<file path="config.mk">
export PLATFORM = sky130hd
export DESIGN_NAME = ccsr_core
export DESIGN_NICKNAME = d
export VERILOG_FILES = /design/src/logic/ccsr_pkg.sv /design/src/logic/ccsr_core.sv
export SDC_FILE = /design/constraint.sdc
export NUM_CORES = 2
export LEC_CHECK = 0
export BUFFER_PORTS_ARGS = -buffer_cell sky130_fd_sc_hd__buf_2
export CAP_MARGIN = 15
export CORE_ASPECT_RATIO = 1.5
export CORE_MARGIN = 5
export CORE_UTILIZATION = 35
export DETAILED_ROUTE_END_ITERATION = 7
export GPL_TIMING_DRIVEN = 1
export SLEW_MARGIN = 0
export SYNTH_ARGS = -nofsm -noshare
export SYNTH_HDL_FRONTEND = slang
export SYNTH_SLANG_ARGS = --single-unit
</file>
<file path="constraint.sdc">
create_clock -name mclk_in -period 13.7 [get_ports mclk_in]
set_input_delay 1.37 -clock mclk_in [delete_from_list [all_inputs] [get_ports mclk_in]]
set_output_delay 1.37 -clock mclk_in [all_outputs]
set_load 0.02 [all_outputs]
</file>
<file path="src/logic/ccsr_pkg.sv">
package ccsr_pkg;
  localparam int         PC_W            = 9;
  localparam int         RF_N            = 32;
  localparam int         IRQ_N           = 8;
  localparam int         IRQ_W           = 3;
  localparam logic [7:0] STACK_PTR_RESET = 8'h9f;
  localparam logic [7:0] STATUS_RESET    = 8'h00;
  localparam logic [15:0] DS_IO_BASE     = 16'h0020;
  localparam logic [5:0] IO_STATUS       = 6'h3c;
  localparam logic [5:0] IO_STACK_PTR    = 6'h3b;
  localparam logic [4:0] RF_X_LO         = 5'h1a;
  localparam int         SB_I            = 7;
  localparam int         SB_T            = 6;
  localparam int         SB_H            = 5;
  localparam int         SB_S            = 4;
  localparam int         SB_V            = 3;
  localparam int         SB_N            = 2;
  localparam int         SB_Z            = 1;
  localparam int         SB_C            = 0;

  typedef enum logic [4:0] {
    OP_NOP, OP_ADD, OP_ADC, OP_SUB, OP_AND, OP_OR, OP_EOR, OP_INC, OP_MOV,
    OP_COPY_FROM_FLAG, OP_COPY_TO_FLAG, OP_MUL, OP_ADIW, OP_MOVW, OP_GIE_SET,
    OP_GIE_CLR, OP_PUSH, OP_POP, OP_CALL, OP_JUMP, OP_RETURN_SUB, OP_RETURN_INT,
    OP_LD, OP_ST, OP_IN, OP_OUT
  } ccsr_op_e;

  typedef enum logic [1:0] {PM_DISP, PM_POSTINC, PM_PREDEC} ccsr_pmode_e;

  typedef enum {ST_RUN, ST_LOAD, ST_PUSH2, ST_POP1, ST_POP2, ST_POP3} ccsr_state_e;

  typedef struct packed {
    ccsr_op_e         op;
    logic [4:0]       rd;
    logic [4:0]       rr;
    logic [7:0]       imm;
    logic [2:0]       bsel;
    logic [1:0]       ptr;
    ccsr_pmode_e      pmode;
    logic [5:0]       disp;
    logic [PC_W-1:0]  target;
  } ccsr_cmd_s;

  typedef struct packed {
    logic [15:0] addr;
    logic        we;
    logic        re;
    logic [7:0]  wdata;
  } ccsr_dmem_s;
endpackage : ccsr_pkg

</file>
<file path="src/logic/ccsr_core.sv">
module ccsr_core
  import ccsr_pkg::*;
(
  input  wire logic              mclk_in,
  input  wire logic              rst_in,
  output logic [PC_W-1:0]        pmem_addr_out,
  input  wire logic [15:0]       pmem_data_in,
  output logic [15:0]            instr_out,
  output logic                   instr_valid_out,
  input  wire ccsr_cmd_s         cmd_in,
  output ccsr_dmem_s             dmem_out,
  input  wire logic [7:0]        dmem_rdata_in,
  input  wire logic [IRQ_N-1:0]  irq_req_in,
  output logic                   irq_ack_out,
  output logic [IRQ_W-1:0]       irq_vec_out,
  output logic [7:0]             status_out,
  output logic [7:0]             stack_ptr_out
);
  // ----------------------------------------------------------------
  // State
  // ----------------------------------------------------------------
  ccsr_state_e     st_q, st_d;
  logic [PC_W-1:0] fpc_q, fpc_d, epc_q, epc_d;
  logic [15:0]     instr_q, instr_d;
  logic            ival_q, ival_d, hold_q, hold_d, ack_q, ack_d, rint_q, rint_d;
  logic [7:0]      status_q, status_d, sp_q, sp_d, rh_q, rh_d, rl_q, rl_d;
  logic [4:0]      ldrd_q, ldrd_d;
  logic [IRQ_W-1:0] vec_q, vec_d, irq_idx;
  ccsr_dmem_s      dmem_q, dmem_d;
  logic [7:0]      rf_q [RF_N];
  logic [7:0]      rf_d [RF_N];
  logic            wa_en, wp_en, take, fire;
  logic [4:0]      wa_adr, wp_adr, ptr_lo;
  logic [7:0]      wa_dat, a_v, b_v, res8, flg, ds_val, st_dat;
  logic [15:0]     wp_dat, res16, pval, pnew, ds_addr;
  logic [8:0]      sum9;
  logic [4:0]      nib5;
  logic [PC_W-1:0] ret_pc;
  logic            ds_reg, ds_stat, ds_stk;

  // ----------------------------------------------------------------
  // Operands, pointers and data-space decode
  // ----------------------------------------------------------------
  assign a_v    = rf_q[cmd_in.rd];
  assign b_v    = rf_q[cmd_in.rr];
  assign ptr_lo = 5'(RF_X_LO + {2'b00, cmd_in.ptr, 1'b0});
  assign pval   = {rf_q[5'(ptr_lo + 5'd1)], rf_q[ptr_lo]};
  assign st_dat = rf_q[cmd_in.rd];

  always_comb
  begin
    case (cmd_in.pmode)
      PM_DISP:    ds_addr = pval + {10'h000, cmd_in.disp};
      PM_PREDEC:  ds_addr = pval - 16'h0001;
      default:    ds_addr = pval;
    endcase
    pnew = (cmd_in.pmode == PM_PREDEC) ? ds_addr : pval + 16'h0001;
    // direct I/O maps onto data space
    if (cmd_in.op == OP_IN || cmd_in.op == OP_OUT)
    begin
      ds_addr = DS_IO_BASE + {10'h000, cmd_in.imm[5:0]};
    end
    // registers at the bottom of data space
    ds_reg  = (ds_addr < DS_IO_BASE);
    ds_stat = (ds_addr == DS_IO_BASE + {10'h000, IO_STATUS});
    // only the low stack byte exists
    ds_stk  = (ds_addr == DS_IO_BASE + {10'h000, IO_STACK_PTR});
    ds_val  = ds_reg ? rf_q[ds_addr[4:0]] : (ds_stat ? status_q : sp_q);
  end

  // ----------------------------------------------------------------
  // Interrupt priority
  // ----------------------------------------------------------------
  always_comb
  begin
    irq_idx = '0;
    for (int k = IRQ_N - 1; k >= 0; k--)
    begin
      if (irq_req_in[k])
      begin
        irq_idx = IRQ_W'(k);
      end
    end
  end

  // ----------------------------------------------------------------
  // ALU and flags
  // ----------------------------------------------------------------
  always_comb
  begin
    sum9  = 9'h000;
    nib5  = 5'h00;
    res8  = 8'h00;
    res16 = 16'h0000;
    flg   = status_q;
    case (cmd_in.op)
      OP_ADD, OP_ADC:
      begin
        nib5 = {1'b0, a_v[3:0]} + {1'b0, b_v[3:0]} +
               {4'h0, (cmd_in.op == OP_ADC) & status_q[SB_C]};
        sum9 = {1'b0, a_v} + {1'b0, b_v} + {8'h00, (cmd_in.op == OP_ADC) & status_q[SB_C]};
        res8 = sum9[7:0];
        flg[SB_H] = nib5[4];
        flg[SB_V] = (a_v[7] == b_v[7]) && (res8[7] != a_v[7]);
        flg[SB_C] = sum9[8];
      end
      OP_SUB:
      begin
        nib5 = {1'b0, a_v[3:0]} - {1'b0, b_v[3:0]};
        sum9 = {1'b0, a_v} - {1'b0, b_v};
        res8 = sum9[7:0];
        flg[SB_H] = nib5[4];
        flg[SB_V] = (a_v[7] != b_v[7]) && (res8[7] != a_v[7]);
        flg[SB_C] = sum9[8];
      end
      OP_AND, OP_OR, OP_EOR:
      begin
        res8 = (cmd_in.op == OP_AND) ? (a_v & b_v) :
               (cmd_in.op == OP_OR)  ? (a_v | b_v) : (a_v ^ b_v);
        flg[SB_V] = 1'b0;
      end
      OP_INC:
      begin
        res8 = a_v + 8'h01;
        flg[SB_V] = (res8 == 8'h80);
      end
      OP_MOV:
        res8 = b_v;
      // bit load from the copy store
      OP_COPY_FROM_FLAG:
      begin
        res8 = a_v;
        res8[cmd_in.bsel] = status_q[SB_T];
      end
      // bit store into the copy store
      OP_COPY_TO_FLAG:
        flg[SB_T] = a_v[cmd_in.bsel];
      OP_MUL:
      begin
        res16 = {8'h00, a_v} * {8'h00, b_v};
        flg[SB_C] = res16[15];
        flg[SB_Z] = (res16 == 16'h0000);
      end
      OP_ADIW:
      begin
        res16 = {rf_q[5'(cmd_in.rd + 5'd1)], a_v} + {10'h000, cmd_in.imm[5:0]};
        flg[SB_V] = ~rf_q[5'(cmd_in.rd + 5'd1)][7] & res16[15];
        flg[SB_C] = rf_q[5'(cmd_in.rd + 5'd1)][7] & ~res16[15];
        flg[SB_N] = res16[15];
        flg[SB_Z] = (res16 == 16'h0000);
      end
      OP_MOVW:
        res16 = {rf_q[5'(cmd_in.rr + 5'd1)], b_v};
      default:
        ;
    endcase
    if (cmd_in.op inside {OP_ADD, OP_ADC, OP_SUB, OP_AND, OP_OR, OP_EOR, OP_INC})
    begin
      flg[SB_N] = res8[7];
      flg[SB_Z] = (res8 == 8'h00);
    end
    flg[SB_S] = flg[SB_N] ^ flg[SB_V];
  end

  // ----------------------------------------------------------------
  // Sequencer
  // ----------------------------------------------------------------
  always_comb
  begin
    st_d = st_q;     fpc_d = fpc_q;     instr_d = instr_q;  ival_d = ival_q;
    epc_d = epc_q;   status_d = status_q; sp_d = sp_q;      dmem_d = '0;
    ldrd_d = ldrd_q; rh_d = rh_q;       rl_d = rl_q;        hold_d = hold_q;
    ack_d = 1'b0;    vec_d = vec_q;     rint_d = rint_q;
    wa_en = 1'b0;    wa_adr = cmd_in.rd; wa_dat = res8;
    wp_en = 1'b0;    wp_adr = cmd_in.rd; wp_dat = res16;
    take = 1'b0;     fire = 1'b0;
    ret_pc = ival_q ? epc_q : fpc_q;
    case (st_q)
      ST_RUN:
      begin
        take = status_q[SB_I] && (|irq_req_in) && !hold_q;
        fire = ival_q && !take;
        fpc_d   = PC_W'(fpc_q + 1'b1);
        instr_d = pmem_data_in;
        ival_d  = 1'b1;
        epc_d   = fpc_q;
        if (take)
        begin
          // entry clears enable; status is left alone otherwise
          status_d[SB_I] = 1'b0;
          dmem_d = '{addr: {8'h00, sp_q}, we: 1'b1, re: 1'b0, wdata: ret_pc[7:0]};
          rh_d   = 8'(ret_pc >> 8);
          sp_d   = sp_q - 8'h02;
          fpc_d  = PC_W'(irq_idx) + PC_W'(1);
          ival_d = 1'b0;
          ack_d  = 1'b1;
          vec_d  = irq_idx;
          st_d   = ST_PUSH2;
        end
        else if (fire)
        begin
          hold_d = 1'b0;
          case (cmd_in.op)
            OP_ADD, OP_ADC, OP_SUB, OP_AND, OP_OR, OP_EOR, OP_INC, OP_MOV,
            OP_COPY_FROM_FLAG:
            begin
              wa_en = 1'b1;
              status_d = flg;
            end
            OP_COPY_TO_FLAG:
              status_d = flg;
            OP_MUL, OP_ADIW, OP_MOVW:
            begin
              wp_en    = 1'b1;
              wp_adr   = (cmd_in.op == OP_MUL) ? 5'h00 : cmd_in.rd;
              status_d = flg;
            end
            OP_GIE_SET:
            begin
              status_d[SB_I] = 1'b1;
              hold_d = 1'b1;
            end
            OP_GIE_CLR:
              status_d[SB_I] = 1'b0;
            OP_PUSH:
            begin
              dmem_d = '{addr: {8'h00, sp_q}, we: 1'b1, re: 1'b0, wdata: st_dat};
              sp_d   = sp_q - 8'h01;
            end
            OP_POP:
            begin
              dmem_d = '{addr: {8'h00, 8'(sp_q + 8'h01)}, we: 1'b0, re: 1'b1, wdata: 8'h00};
              sp_d   = sp_q + 8'h01;
              ldrd_d = cmd_in.rd;
              st_d   = ST_LOAD;
            end
            OP_CALL:
            begin
              dmem_d = '{addr: {8'h00, sp_q}, we: 1'b1, re: 1'b0, wdata: fpc_q[7:0]};
              rh_d   = 8'(fpc_q >> 8);
              sp_d   = sp_q - 8'h02;
              fpc_d  = cmd_in.target;
              ival_d = 1'b0;
              st_d   = ST_PUSH2;
            end
            OP_JUMP:
            begin
              fpc_d  = cmd_in.target;
              ival_d = 1'b0;
            end
            OP_RETURN_SUB, OP_RETURN_INT:
            begin
              dmem_d = '{addr: {8'h00, 8'(sp_q + 8'h01)}, we: 1'b0, re: 1'b1, wdata: 8'h00};
              fpc_d  = fpc_q;
              ival_d = 1'b0;
              rint_d = (cmd_in.op == OP_RETURN_INT);
              st_d   = ST_POP1;
            end
            OP_LD, OP_IN:
            begin
              if (cmd_in.op == OP_LD && cmd_in.pmode != PM_DISP)
              begin
                wp_en  = 1'b1;
                wp_adr = ptr_lo;
                wp_dat = pnew;
              end
              if (ds_reg || ds_stat || ds_stk)
              begin
                wa_en  = 1'b1;
                wa_dat = ds_val;
              end
              else
              begin
                dmem_d = '{addr: ds_addr, we: 1'b0, re: 1'b1, wdata: 8'h00};
                ldrd_d = cmd_in.rd;
                st_d   = ST_LOAD;
              end
            end
            OP_ST, OP_OUT:
            begin
              if (cmd_in.op == OP_ST && cmd_in.pmode != PM_DISP)
              begin
                wp_en  = 1'b1;
                wp_adr = ptr_lo;
                wp_dat = pnew;
              end
              if (ds_reg)
              begin
                wa_en  = 1'b1;
                wa_adr = ds_addr[4:0];
                wa_dat = st_dat;
              end
              else if (ds_stat)
              begin
                // sign stays consistent after a direct write
                status_d = {st_dat[7:5], st_dat[2] ^ st_dat[3], st_dat[3:0]};
              end
              else if (ds_stk)
              begin
                sp_d = st_dat;
              end
              else
              begin
                dmem_d = '{addr: ds_addr, we: 1'b1, re: 1'b0, wdata: st_dat};
              end
            end
            default:
              ;
          endcase
        end
      end
      ST_LOAD:
      begin
        wa_en  = 1'b1;
        wa_adr = ldrd_q;
        wa_dat = dmem_rdata_in;
        st_d   = ST_RUN;
      end
      ST_PUSH2:
      begin
        dmem_d = '{addr: {8'h00, 8'(sp_q + 8'h01)}, we: 1'b1, re: 1'b0, wdata: rh_q};
        st_d   = ST_RUN;
      end
      ST_POP1:
      begin
        rh_d   = dmem_rdata_in;
        dmem_d = '{addr: {8'h00, 8'(sp_q + 8'h02)}, we: 1'b0, re: 1'b1, wdata: 8'h00};
        st_d   = ST_POP2;
      end
      ST_POP2:
      begin
        rl_d = dmem_rdata_in;
        st_d = ST_POP3;
      end
      ST_POP3:
      begin
        // fourth cycle restores flow, and enable on an interrupt return
        fpc_d = PC_W'({rh_q, rl_q});
        // return raises the pointer by two
        sp_d  = sp_q + 8'h02;
        if (rint_q)
        begin
          status_d[SB_I] = 1'b1;
          hold_d = 1'b1;
        end
        st_d = ST_RUN;
      end
      default:
        st_d = ST_RUN;
    endcase
  end

  // ----------------------------------------------------------------
  // Register file
  // ----------------------------------------------------------------
  // A sixteen-bit write takes precedence over the byte port on the same entry.
  for (genvar gi = 0; gi < RF_N; gi++)
  begin : g_rf
    always_comb
    begin
      rf_d[gi] = rf_q[gi];
      if (wp_en && wp_adr == 5'(gi))
      begin
        rf_d[gi] = wp_dat[7:0];
      end
      else if (wp_en && 5'(wp_adr + 5'd1) == 5'(gi))
      begin
        rf_d[gi] = wp_dat[15:8];
      end
      else if (wa_en && wa_adr == 5'(gi))
      begin
        rf_d[gi] = wa_dat;
      end
    end
    always_ff @(posedge mclk_in)
    begin
      rf_q[gi] <= rf_d[gi];
    end
  end

  // every flop runs on the undivided clock
  always_ff @(posedge mclk_in)
  begin
    if (rst_in)
    begin
      st_q <= ST_RUN;   fpc_q <= '0;   epc_q <= '0;  instr_q <= 16'h0000;
      ival_q <= 1'b0;   hold_q <= 1'b0; ack_q <= 1'b0; rint_q <= 1'b0;
      status_q <= STATUS_RESET;
      sp_q     <= STACK_PTR_RESET;
      rh_q <= 8'h00;    rl_q <= 8'h00;  ldrd_q <= 5'h00; vec_q <= '0;
      dmem_q <= '0;
    end
    else
    begin
      st_q <= st_d;     fpc_q <= fpc_d; epc_q <= epc_d; instr_q <= instr_d;
      ival_q <= ival_d; hold_q <= hold_d; ack_q <= ack_d; rint_q <= rint_d;
      status_q <= status_d;
      sp_q     <= sp_d;
      rh_q <= rh_d;     rl_q <= rl_d;   ldrd_q <= ldrd_d; vec_q <= vec_d;
      dmem_q <= dmem_d;
    end
  end

  assign pmem_addr_out   = fpc_q;
  assign instr_out       = instr_q;
  assign instr_valid_out = ival_q && st_q == ST_RUN;
  assign dmem_out        = dmem_q;
  assign irq_ack_out     = ack_q;
  assign irq_vec_out     = vec_q;
  assign status_out      = status_q;
  assign stack_ptr_out   = sp_q;

  // ----------------------------------------------------------------
  // Checks
  // ----------------------------------------------------------------
  AST_PREFETCH: assert property (@(posedge mclk_in) disable iff (rst_in)
    (st_q == ST_RUN && !take && !(fire && cmd_in.op inside {OP_CALL, OP_JUMP,
     OP_RETURN_SUB, OP_RETURN_INT})) |=> pmem_addr_out == PC_W'($past(pmem_addr_out) + 1))
    else $error("Prefetch address did not advance.");
  AST_SIGN: assert property (@(posedge mclk_in) disable iff (rst_in)
    status_q[SB_S] == (status_q[SB_N] ^ status_q[SB_V]))
    else $error("Sign flag differs from negative xor overflow.");
  AST_ZERO_ADD: assert property (@(posedge mclk_in) disable iff (rst_in)
    (fire && cmd_in.op == OP_ADD) |=> status_q[SB_Z] == (rf_q[$past(cmd_in.rd)] == 8'h00))
    else $error("Zero flag does not match the sum.");
  AST_GIE_GATE: assert property (@(posedge mclk_in) disable iff (rst_in)
    !$past(status_q[SB_I]) |-> !irq_ack_out)
    else $error("Interrupt taken while globally disabled.");
  AST_ENTRY: assert property (@(posedge mclk_in) disable iff (rst_in)
    irq_ack_out |-> !status_q[SB_I] && stack_ptr_out == $past(stack_ptr_out) - 8'h02)
    else $error("Interrupt entry left enable set or stack wrong.");
  // The lowest pending request must be the one reported, whichever bits are set.
  AST_PRIO: assert property (@(posedge mclk_in) disable iff (rst_in)
    take |=> ($past(irq_req_in) & ~({IRQ_N{1'b1}} << ({1'b0, irq_vec_out} + 4'd1)))
    == (IRQ_N'(1) << irq_vec_out))
    else $error("Highest priority request not chosen.");
  AST_PUSH: assert property (@(posedge mclk_in) disable iff (rst_in)
    (fire && cmd_in.op == OP_PUSH) |=> stack_ptr_out == $past(stack_ptr_out) - 8'h01)
    else $error("Push did not lower the stack pointer by one.");
  AST_RETURN_INT: assert property (@(posedge mclk_in) disable iff (rst_in)
    (fire && cmd_in.op == OP_RETURN_INT) |=> !status_q[SB_I] [*3] ##1
    (status_q[SB_I] && stack_ptr_out == $past(stack_ptr_out, 4) + 8'h02))
    else $error("Interrupt return timing or stack wrong.");
  AST_RESET: assert property (@(posedge mclk_in) disable iff (rst_in)
    $past(rst_in) |-> stack_ptr_out == STACK_PTR_RESET && status_out == STATUS_RESET)
    else $error("Reset values not loaded.");

  COV_IRQ:  cover property (@(posedge mclk_in) disable iff (rst_in) irq_ack_out);
  COV_RETURN_FROM_INTERRUPT: cover property (@(posedge mclk_in) disable iff (rst_in)
    fire && cmd_in.op == OP_RETURN_INT);
  COV_CALL: cover property (@(posedge mclk_in) disable iff (rst_in)
    fire && cmd_in.op == OP_CALL);
endmodule : ccsr_core

</file>
Word level (Yosys, flattened, before mapping). Memory sizes are Yosys's and may differ from the RTL's. Index checks and enable logic that the tools add are counted.

$lt $le $gt $ge: 3. Add/subtract/negate cells: 23. Reduce and logical (&&, ||, !) cells: 174. Equality and inequality tests: 184. Multiplexer cells: 274. Bitwise gates (word level): 12. Multiply operators: 1.

Operators by type and width (number): $mux W8 (137); $eq A5 B5 Y1 const B (58); $reduce_or A8 Y1 (23); $mux W5 (33); $eq A5 B4 Y1 const B (32); $mux W26 (6); $pmux W26 S5 (1); $pmux W32 S4 (1); $mux W16 (7); $logic_and A1 B1 Y1 (105); $ne A3 B3 Y1 const B (33); $mux W32 (3); $pmux W32 S3 (1); $eq A5 B3 Y1 const B (16); $pmux W26 S3 (1); $eq A32 B2 Y1 const B (2); $eq A32 B3 Y1 const B (2); $logic_not A32 Y1 (2); $pmux W16 S2 (2); $pmux W8 S2 (4); $pmux W16 S3 (1); $pmux W8 S6 (1); $mux W1 (44); $eq A5 B2 Y1 const B (8); 78 further kinds (148).

Logic and storage cells: 695. Flip-flop bits (word level): 136. Bits in writable memories: 256. Output and inout port bits: 72. Input bits: 79. Memories: 1.

Memory list: rf_q (depth 32, width 8, read ports 7, clocked after memory_dff 0, wr ports 10, line ccsr_core.sv:30) `logic [7:0] rf_q [RF_N];`.

Logic depth before layout (Yosys ltp). An unclocked memory read counts as a cell.

Depth in word-level cells: 29. Gate-level depth with buffers: 33. Gate-level depth less buffers: 27.

Worst setup path before layout. Ideal clock, no wire load.

Path type: input to register. Start point: in cmd_in[30] (netlist bit). End point: mem rf_q[15][7] (data pin). Setup slack: 5.414 ns. Setup time: 0.270 ns. Required time: 13.430 ns. Cell stages on the path: 31. Data arrival time: 8.016 ns. Path buffers: 8. Cell sequence: clkbuf_2 -> buf_4 -> buf_6 -> buf_4 -> buf_6 -> buf_4 -> buf_2 -> mux2i_1 -> o221ai_1 -> o221ai_1 -> o31ai_2 -> ha_1 -> fa_1 -> inv_1 -> fa_1 -> fa_1 -> fa_1 -> inv_1 -> ha_1 -> and3_1 -> a21oi_1 -> and3_1 -> o41ai_1 -> a21o_1 -> a21oi_1 -> xnor2_1 -> nor2_1 -> a211o_1 -> clkbuf_1 -> a2bb2oi_1 -> o21ai_1.

RTL lines: start, declared (line ccsr_core.sv:10) `input wire ccsr_cmd_s cmd_in,`; end, declared (line ccsr_core.sv:30).

==> impl_metrics.py <==
metrics = {
    "clocking": {
        "cts_tree": "yes",
        "cts-resized-gates": 0,
        "h-tree-depth": 2,
        "worstSkewPairLatency_ns": 0.63,
        "cts_buffer_depth": 3,
        "cts.clk_slew.worst_paths_ns": 0.06,
        "clock_tree.root_cell": "clkbuf_16",
        "post-cts-setup-buffer-count": 0,
        "cts_hold_buffers": 0,
        "numCtsBuffers": 40,
        "cts.sinks": 363,
    },
    "yosys": {
        "synthFlopType": "edfxtp_1",
        "async_reset_ff_share_pct": 0,
        "synth-seq-cells": 363,
        "yosysSeqAreaShare_pct": 25.7,
        "synth.net_count": 4434,
        "syn-cell-area_um2": 38300,
        "synth_compound_area_share_pct": 21.4,
        "synth_top_family_by_area": "multiplexers",
        "syn_area_per_cell_um2": 9.09,
        "synth_edf_count": 256,
        "synthMuxAreaShare_pct": 22.0,
        "synth_xor_xnor_area_share_pct": 1.89,
        "yosysWarningCount": 0,
        "synth_cells": 4213,
        "synth-adder-area-share_pct": 5.44,
        "synthSimpleGateAreaFrac_pct": 17.6,
        "yosysUniqueCellTypes": 119,
    },
    "critical_path": {
        "rr_worst_depth": 25,
        "r2r_slack_ns": 4.53,
        "crit_required_ns": 14.15,
        "cp_max_fo": 32,
        "critical_path_class": "input port to flop",
        "rr_startpoint": "rf_q[30][2]",
        "cp-start-kind": "input port",
        "crit_path_end_kind": "flop",
        "cp.arrival_ns": 10.65,
        "r2r-end": "rf_q[28][7]",
    },
    "layout": {
        "syn2layout_area_growth_pct": 8.74,
        "n_fill_cell": 11000,
        "nets": 4396,
        "design_area_um2": 41600,
        "drive_gt1_share_pct": 17.7,
    },
    "power": {
        "total_power_mw": 5.92,
        "power_density_nw_per_um2": 142,
        "vdd.ir_drop.worst_mv": 0.140,
        "p_leak_nw": 14.7,
    },
    "sta": {
        "setup_tns_ns": 0,
        "grt_setup_unrepaired": "no",
        "setup_viol": 0,
        "drv_slew": 0,
        "fin_skew_ns": 0.0271,
        "period_share_pct": 74.5,
        "hold_viol": 0,
        "worstMarginPinSlew_ns": 1.25,
        "hold_ws_ns": 0.451,
        "slew_headroom_pct": 16.1,
        "period_needed_ns": 10.20,
        "max_freq_ghz": 0.0980,
    },
    "detailed_routing": {
        "ant_nets": 0,
        "via_per_inst": 7.12,
        "drc": 0,
        "avgRoutedWirePerCell_um": 38.0,
        "wirelength_mm": 214,
        "via_count": 40200,
        "firstDrtPassIters": 7,
        "drtIter0Drc": 5685,
    },
    "global_route": {
        "grt_max_degree": 116,
        "grt_pass1_vias": 37500,
        "grt_overflow": 0,
        "groute.usage.overall_pct": 35.2,
        "grt_pass1_wl_mm": 294,
        "antenna_found_initial": 13,
    },
    "floorplan": {
        "boundaryPins": 151,
        "die_x_um": 280,
        "die_y_um": 415,
        "core_um2": 109000,
        "rows": 148,
        "start_util_pct": 35.2,
        "die-area_um2": 116000,
    },
    "run": {
        "maxCapViolCount": 0,
    },
    "min_path": {
        "min_from": "instr_out[6]",
        "min_to": "instr_out[6]",
        "hp-class": "flop to flop",
        "holdPathStages": 2,
    },
    "place": {
        "port_buffers": 148,
        "dpl.hpwl_mm": 159,
        "place_area_um2": 40200,
        "place_congestion": 1.09,
    },
    "outcome": {
        "status": "completed",
    },
}
[registers in the layout (all words and copies together), names as in the netlist, 9 cells and up]
name           count
rf_q             256
epc_q              9
pmem_addr_out      9
dmem_out          26
instr_out         16
[cell usage after synthesis, types with 17 or more instances]
master    instances  area share, %
xnor2_1          50            1.1
a21o_1           19           0.37
edfxtp_1        256             20
fa_1             41            2.1
nand4_1          35           0.57
and3_1           27           0.44
a211o_1          17           0.39
buf_1            32           0.31
ha_1            101            3.3
a221oi_1         33           0.75
a211oi_1         43           0.84
o211ai_1         74            1.5
nand2_1         695            6.8
xor2_1           31           0.71
mux2_2           26           0.76
nor2_1          417            4.1
clkbuf_1        173            1.7
buf_6            27           0.79
or3_1            19           0.31
o22ai_1          47           0.77
inv_1           122            1.2
nor4_1           18           0.29
o21ai_1          46           0.60
and2_1           19           0.31
buf_4            21           0.41
o21ai_0         142            1.9
nor3_1           60           0.78
dfxtp_1         107            5.6
a221o_1          32           0.84
a31oi_1          29           0.47
a22oi_1          79            1.5
o221ai_1        148            3.4
o31ai_1          23           0.45
nor2b_1          27           0.44
mux4_2          268             16
nand3_1          93            1.2
buf_2            92            1.2
a21oi_1         195            2.5
nand2b_1         29           0.47
mux2i_1         191            5.0
[how the worst max path moves through the flow]
stage	startpoint	to	slack (ns)	depth (start not counted)
finish	cmd_in[35]	rf_q[28][7]	3.50	27
global route	cmd_in[37]	rf_q[4][7]	3.50	28
CTS	cmd_in[17]	rf_q[18][0]	4.01	18
detailed placement	cmd_in[17]	rf_q[18][1]	3.39	19
global placement	cmd_in[37]	rf_q[15][7]	3.38	28
floorplan	cmd_in[30]	rf_q[15][7]	5.41	31
[layer usage]
layer | global-route usage (%) | routed length [um] | vias to the layer above
li1 | - | - | 16200
met1 | 37.7 | 66100 | 19600
met2 | 55.5 | 96100 | 3310
met3 | 9.48 | 24400 | 1114
met4 | 33.1 | 27600 | 4
met5 | 0.841 | 43 | -
[report_power, final]
part	internal [mW]	switching [mW]	leakage (nW)
Sequential	1.39	0.136	3.21
Clock	0.618	0.513	0.639
Combinational	1.07	2.20	10.9
[kinds of logic (layout without fill, tap and decap cells)]
logic type / after synthesis / count (layout)
AOI/OAI and AO/OA: 1120 / 1120
DFF: 363 / 363
xor gates and xnor gates: 82 / 82
and+or+nand+nor: 1527 / 1527
muxes: 494 / 494
other: 0 / 9
adders and majority gates: 142 / 142
buffers and inverters: 485 / 477
[worst max-delay path, stage by stage]
cell and delay, ns:
buf_4 0.34, buf_4 0.48, and3b_1 0.45, a22oi_1 0.76
and4_1 0.97, clkinv_1 0.79, ha_1 0.48, inv_1 0.10
fa_1 0.17, inv_1 0.05, fa_1 0.47, ha_1 0.31
inv_1 0.06, fa_1 0.48, inv_1 0.05, ha_1 0.31
nor2b_1 0.19, o2111ai_1 0.13, and3_1 0.19, o41ai_1 0.59
a21o_1 0.21, a21oi_1 0.10, xnor2_1 0.15, nor2_1 0.20
a211o_2 0.88, a2bb2oi_1 0.15, o21ai_1 0.14
[stage by stage]
stage / util, % / cells / setup slack [ns]
floorplan: - / 4213 / 5.41
global placement: 37.0 / 5549 / 3.38
detailed placement: 37.0 / 5549 / 3.39
CTS: 38.2 / 5621 / 4.01
global route: 38.3 / 5630 / 3.50
finish: 38.3 / 5639 / 3.50
[cells in the final DEF (no fill, tap or decap), types with 29 or more instances in the layout]
cell | synthesis | layout
inv_1 | 122 | 122
a31oi_1 | 29 | 29
xor2_1 | 31 | 31
nor2_1 | 417 | 416
o211ai_1 | 74 | 74
mux2i_1 | 191 | 190
ha_1 | 101 | 98
mux4_2 | 268 | 268
a21oi_1 | 195 | 191
buf_2 | 92 | 145
a211oi_1 | 43 | 41
edfxtp_1 | 256 | 256
nand4_1 | 35 | 35
o21ai_0 | 142 | 140
o221ai_1 | 148 | 145
nor3_1 | 60 | 57
o21ai_1 | 46 | 45
fa_1 | 41 | 41
nand3_1 | 93 | 93
a22oi_1 | 79 | 78
nand2_1 | 695 | 695
a221oi_1 | 33 | 31
clkbuf_16 | 0 | 40
dfxtp_1 | 107 | 107
o22ai_1 | 47 | 47
a221o_1 | 32 | 32
xnor2_1 | 50 | 47
buf_4 | 21 | 117
[area by class of cell]
class | instances | area, um2 | area share, %
clock buffer | 49 | 1060 | 2.56
timing repair buffer | 271 | 1710 | 4.11
multi-input combinational | 3365 | 26500 | 63.6
antenna | 9 | 22.5 | 0.0541
inverter | 134 | 503 | 1.21
clock inverter | 23 | 243 | 0.583
sequential | 363 | 9830 | 23.6
tap | 1425 | 1780 | 4.28
Note: power is estimated with default switching activity, not from simulation.
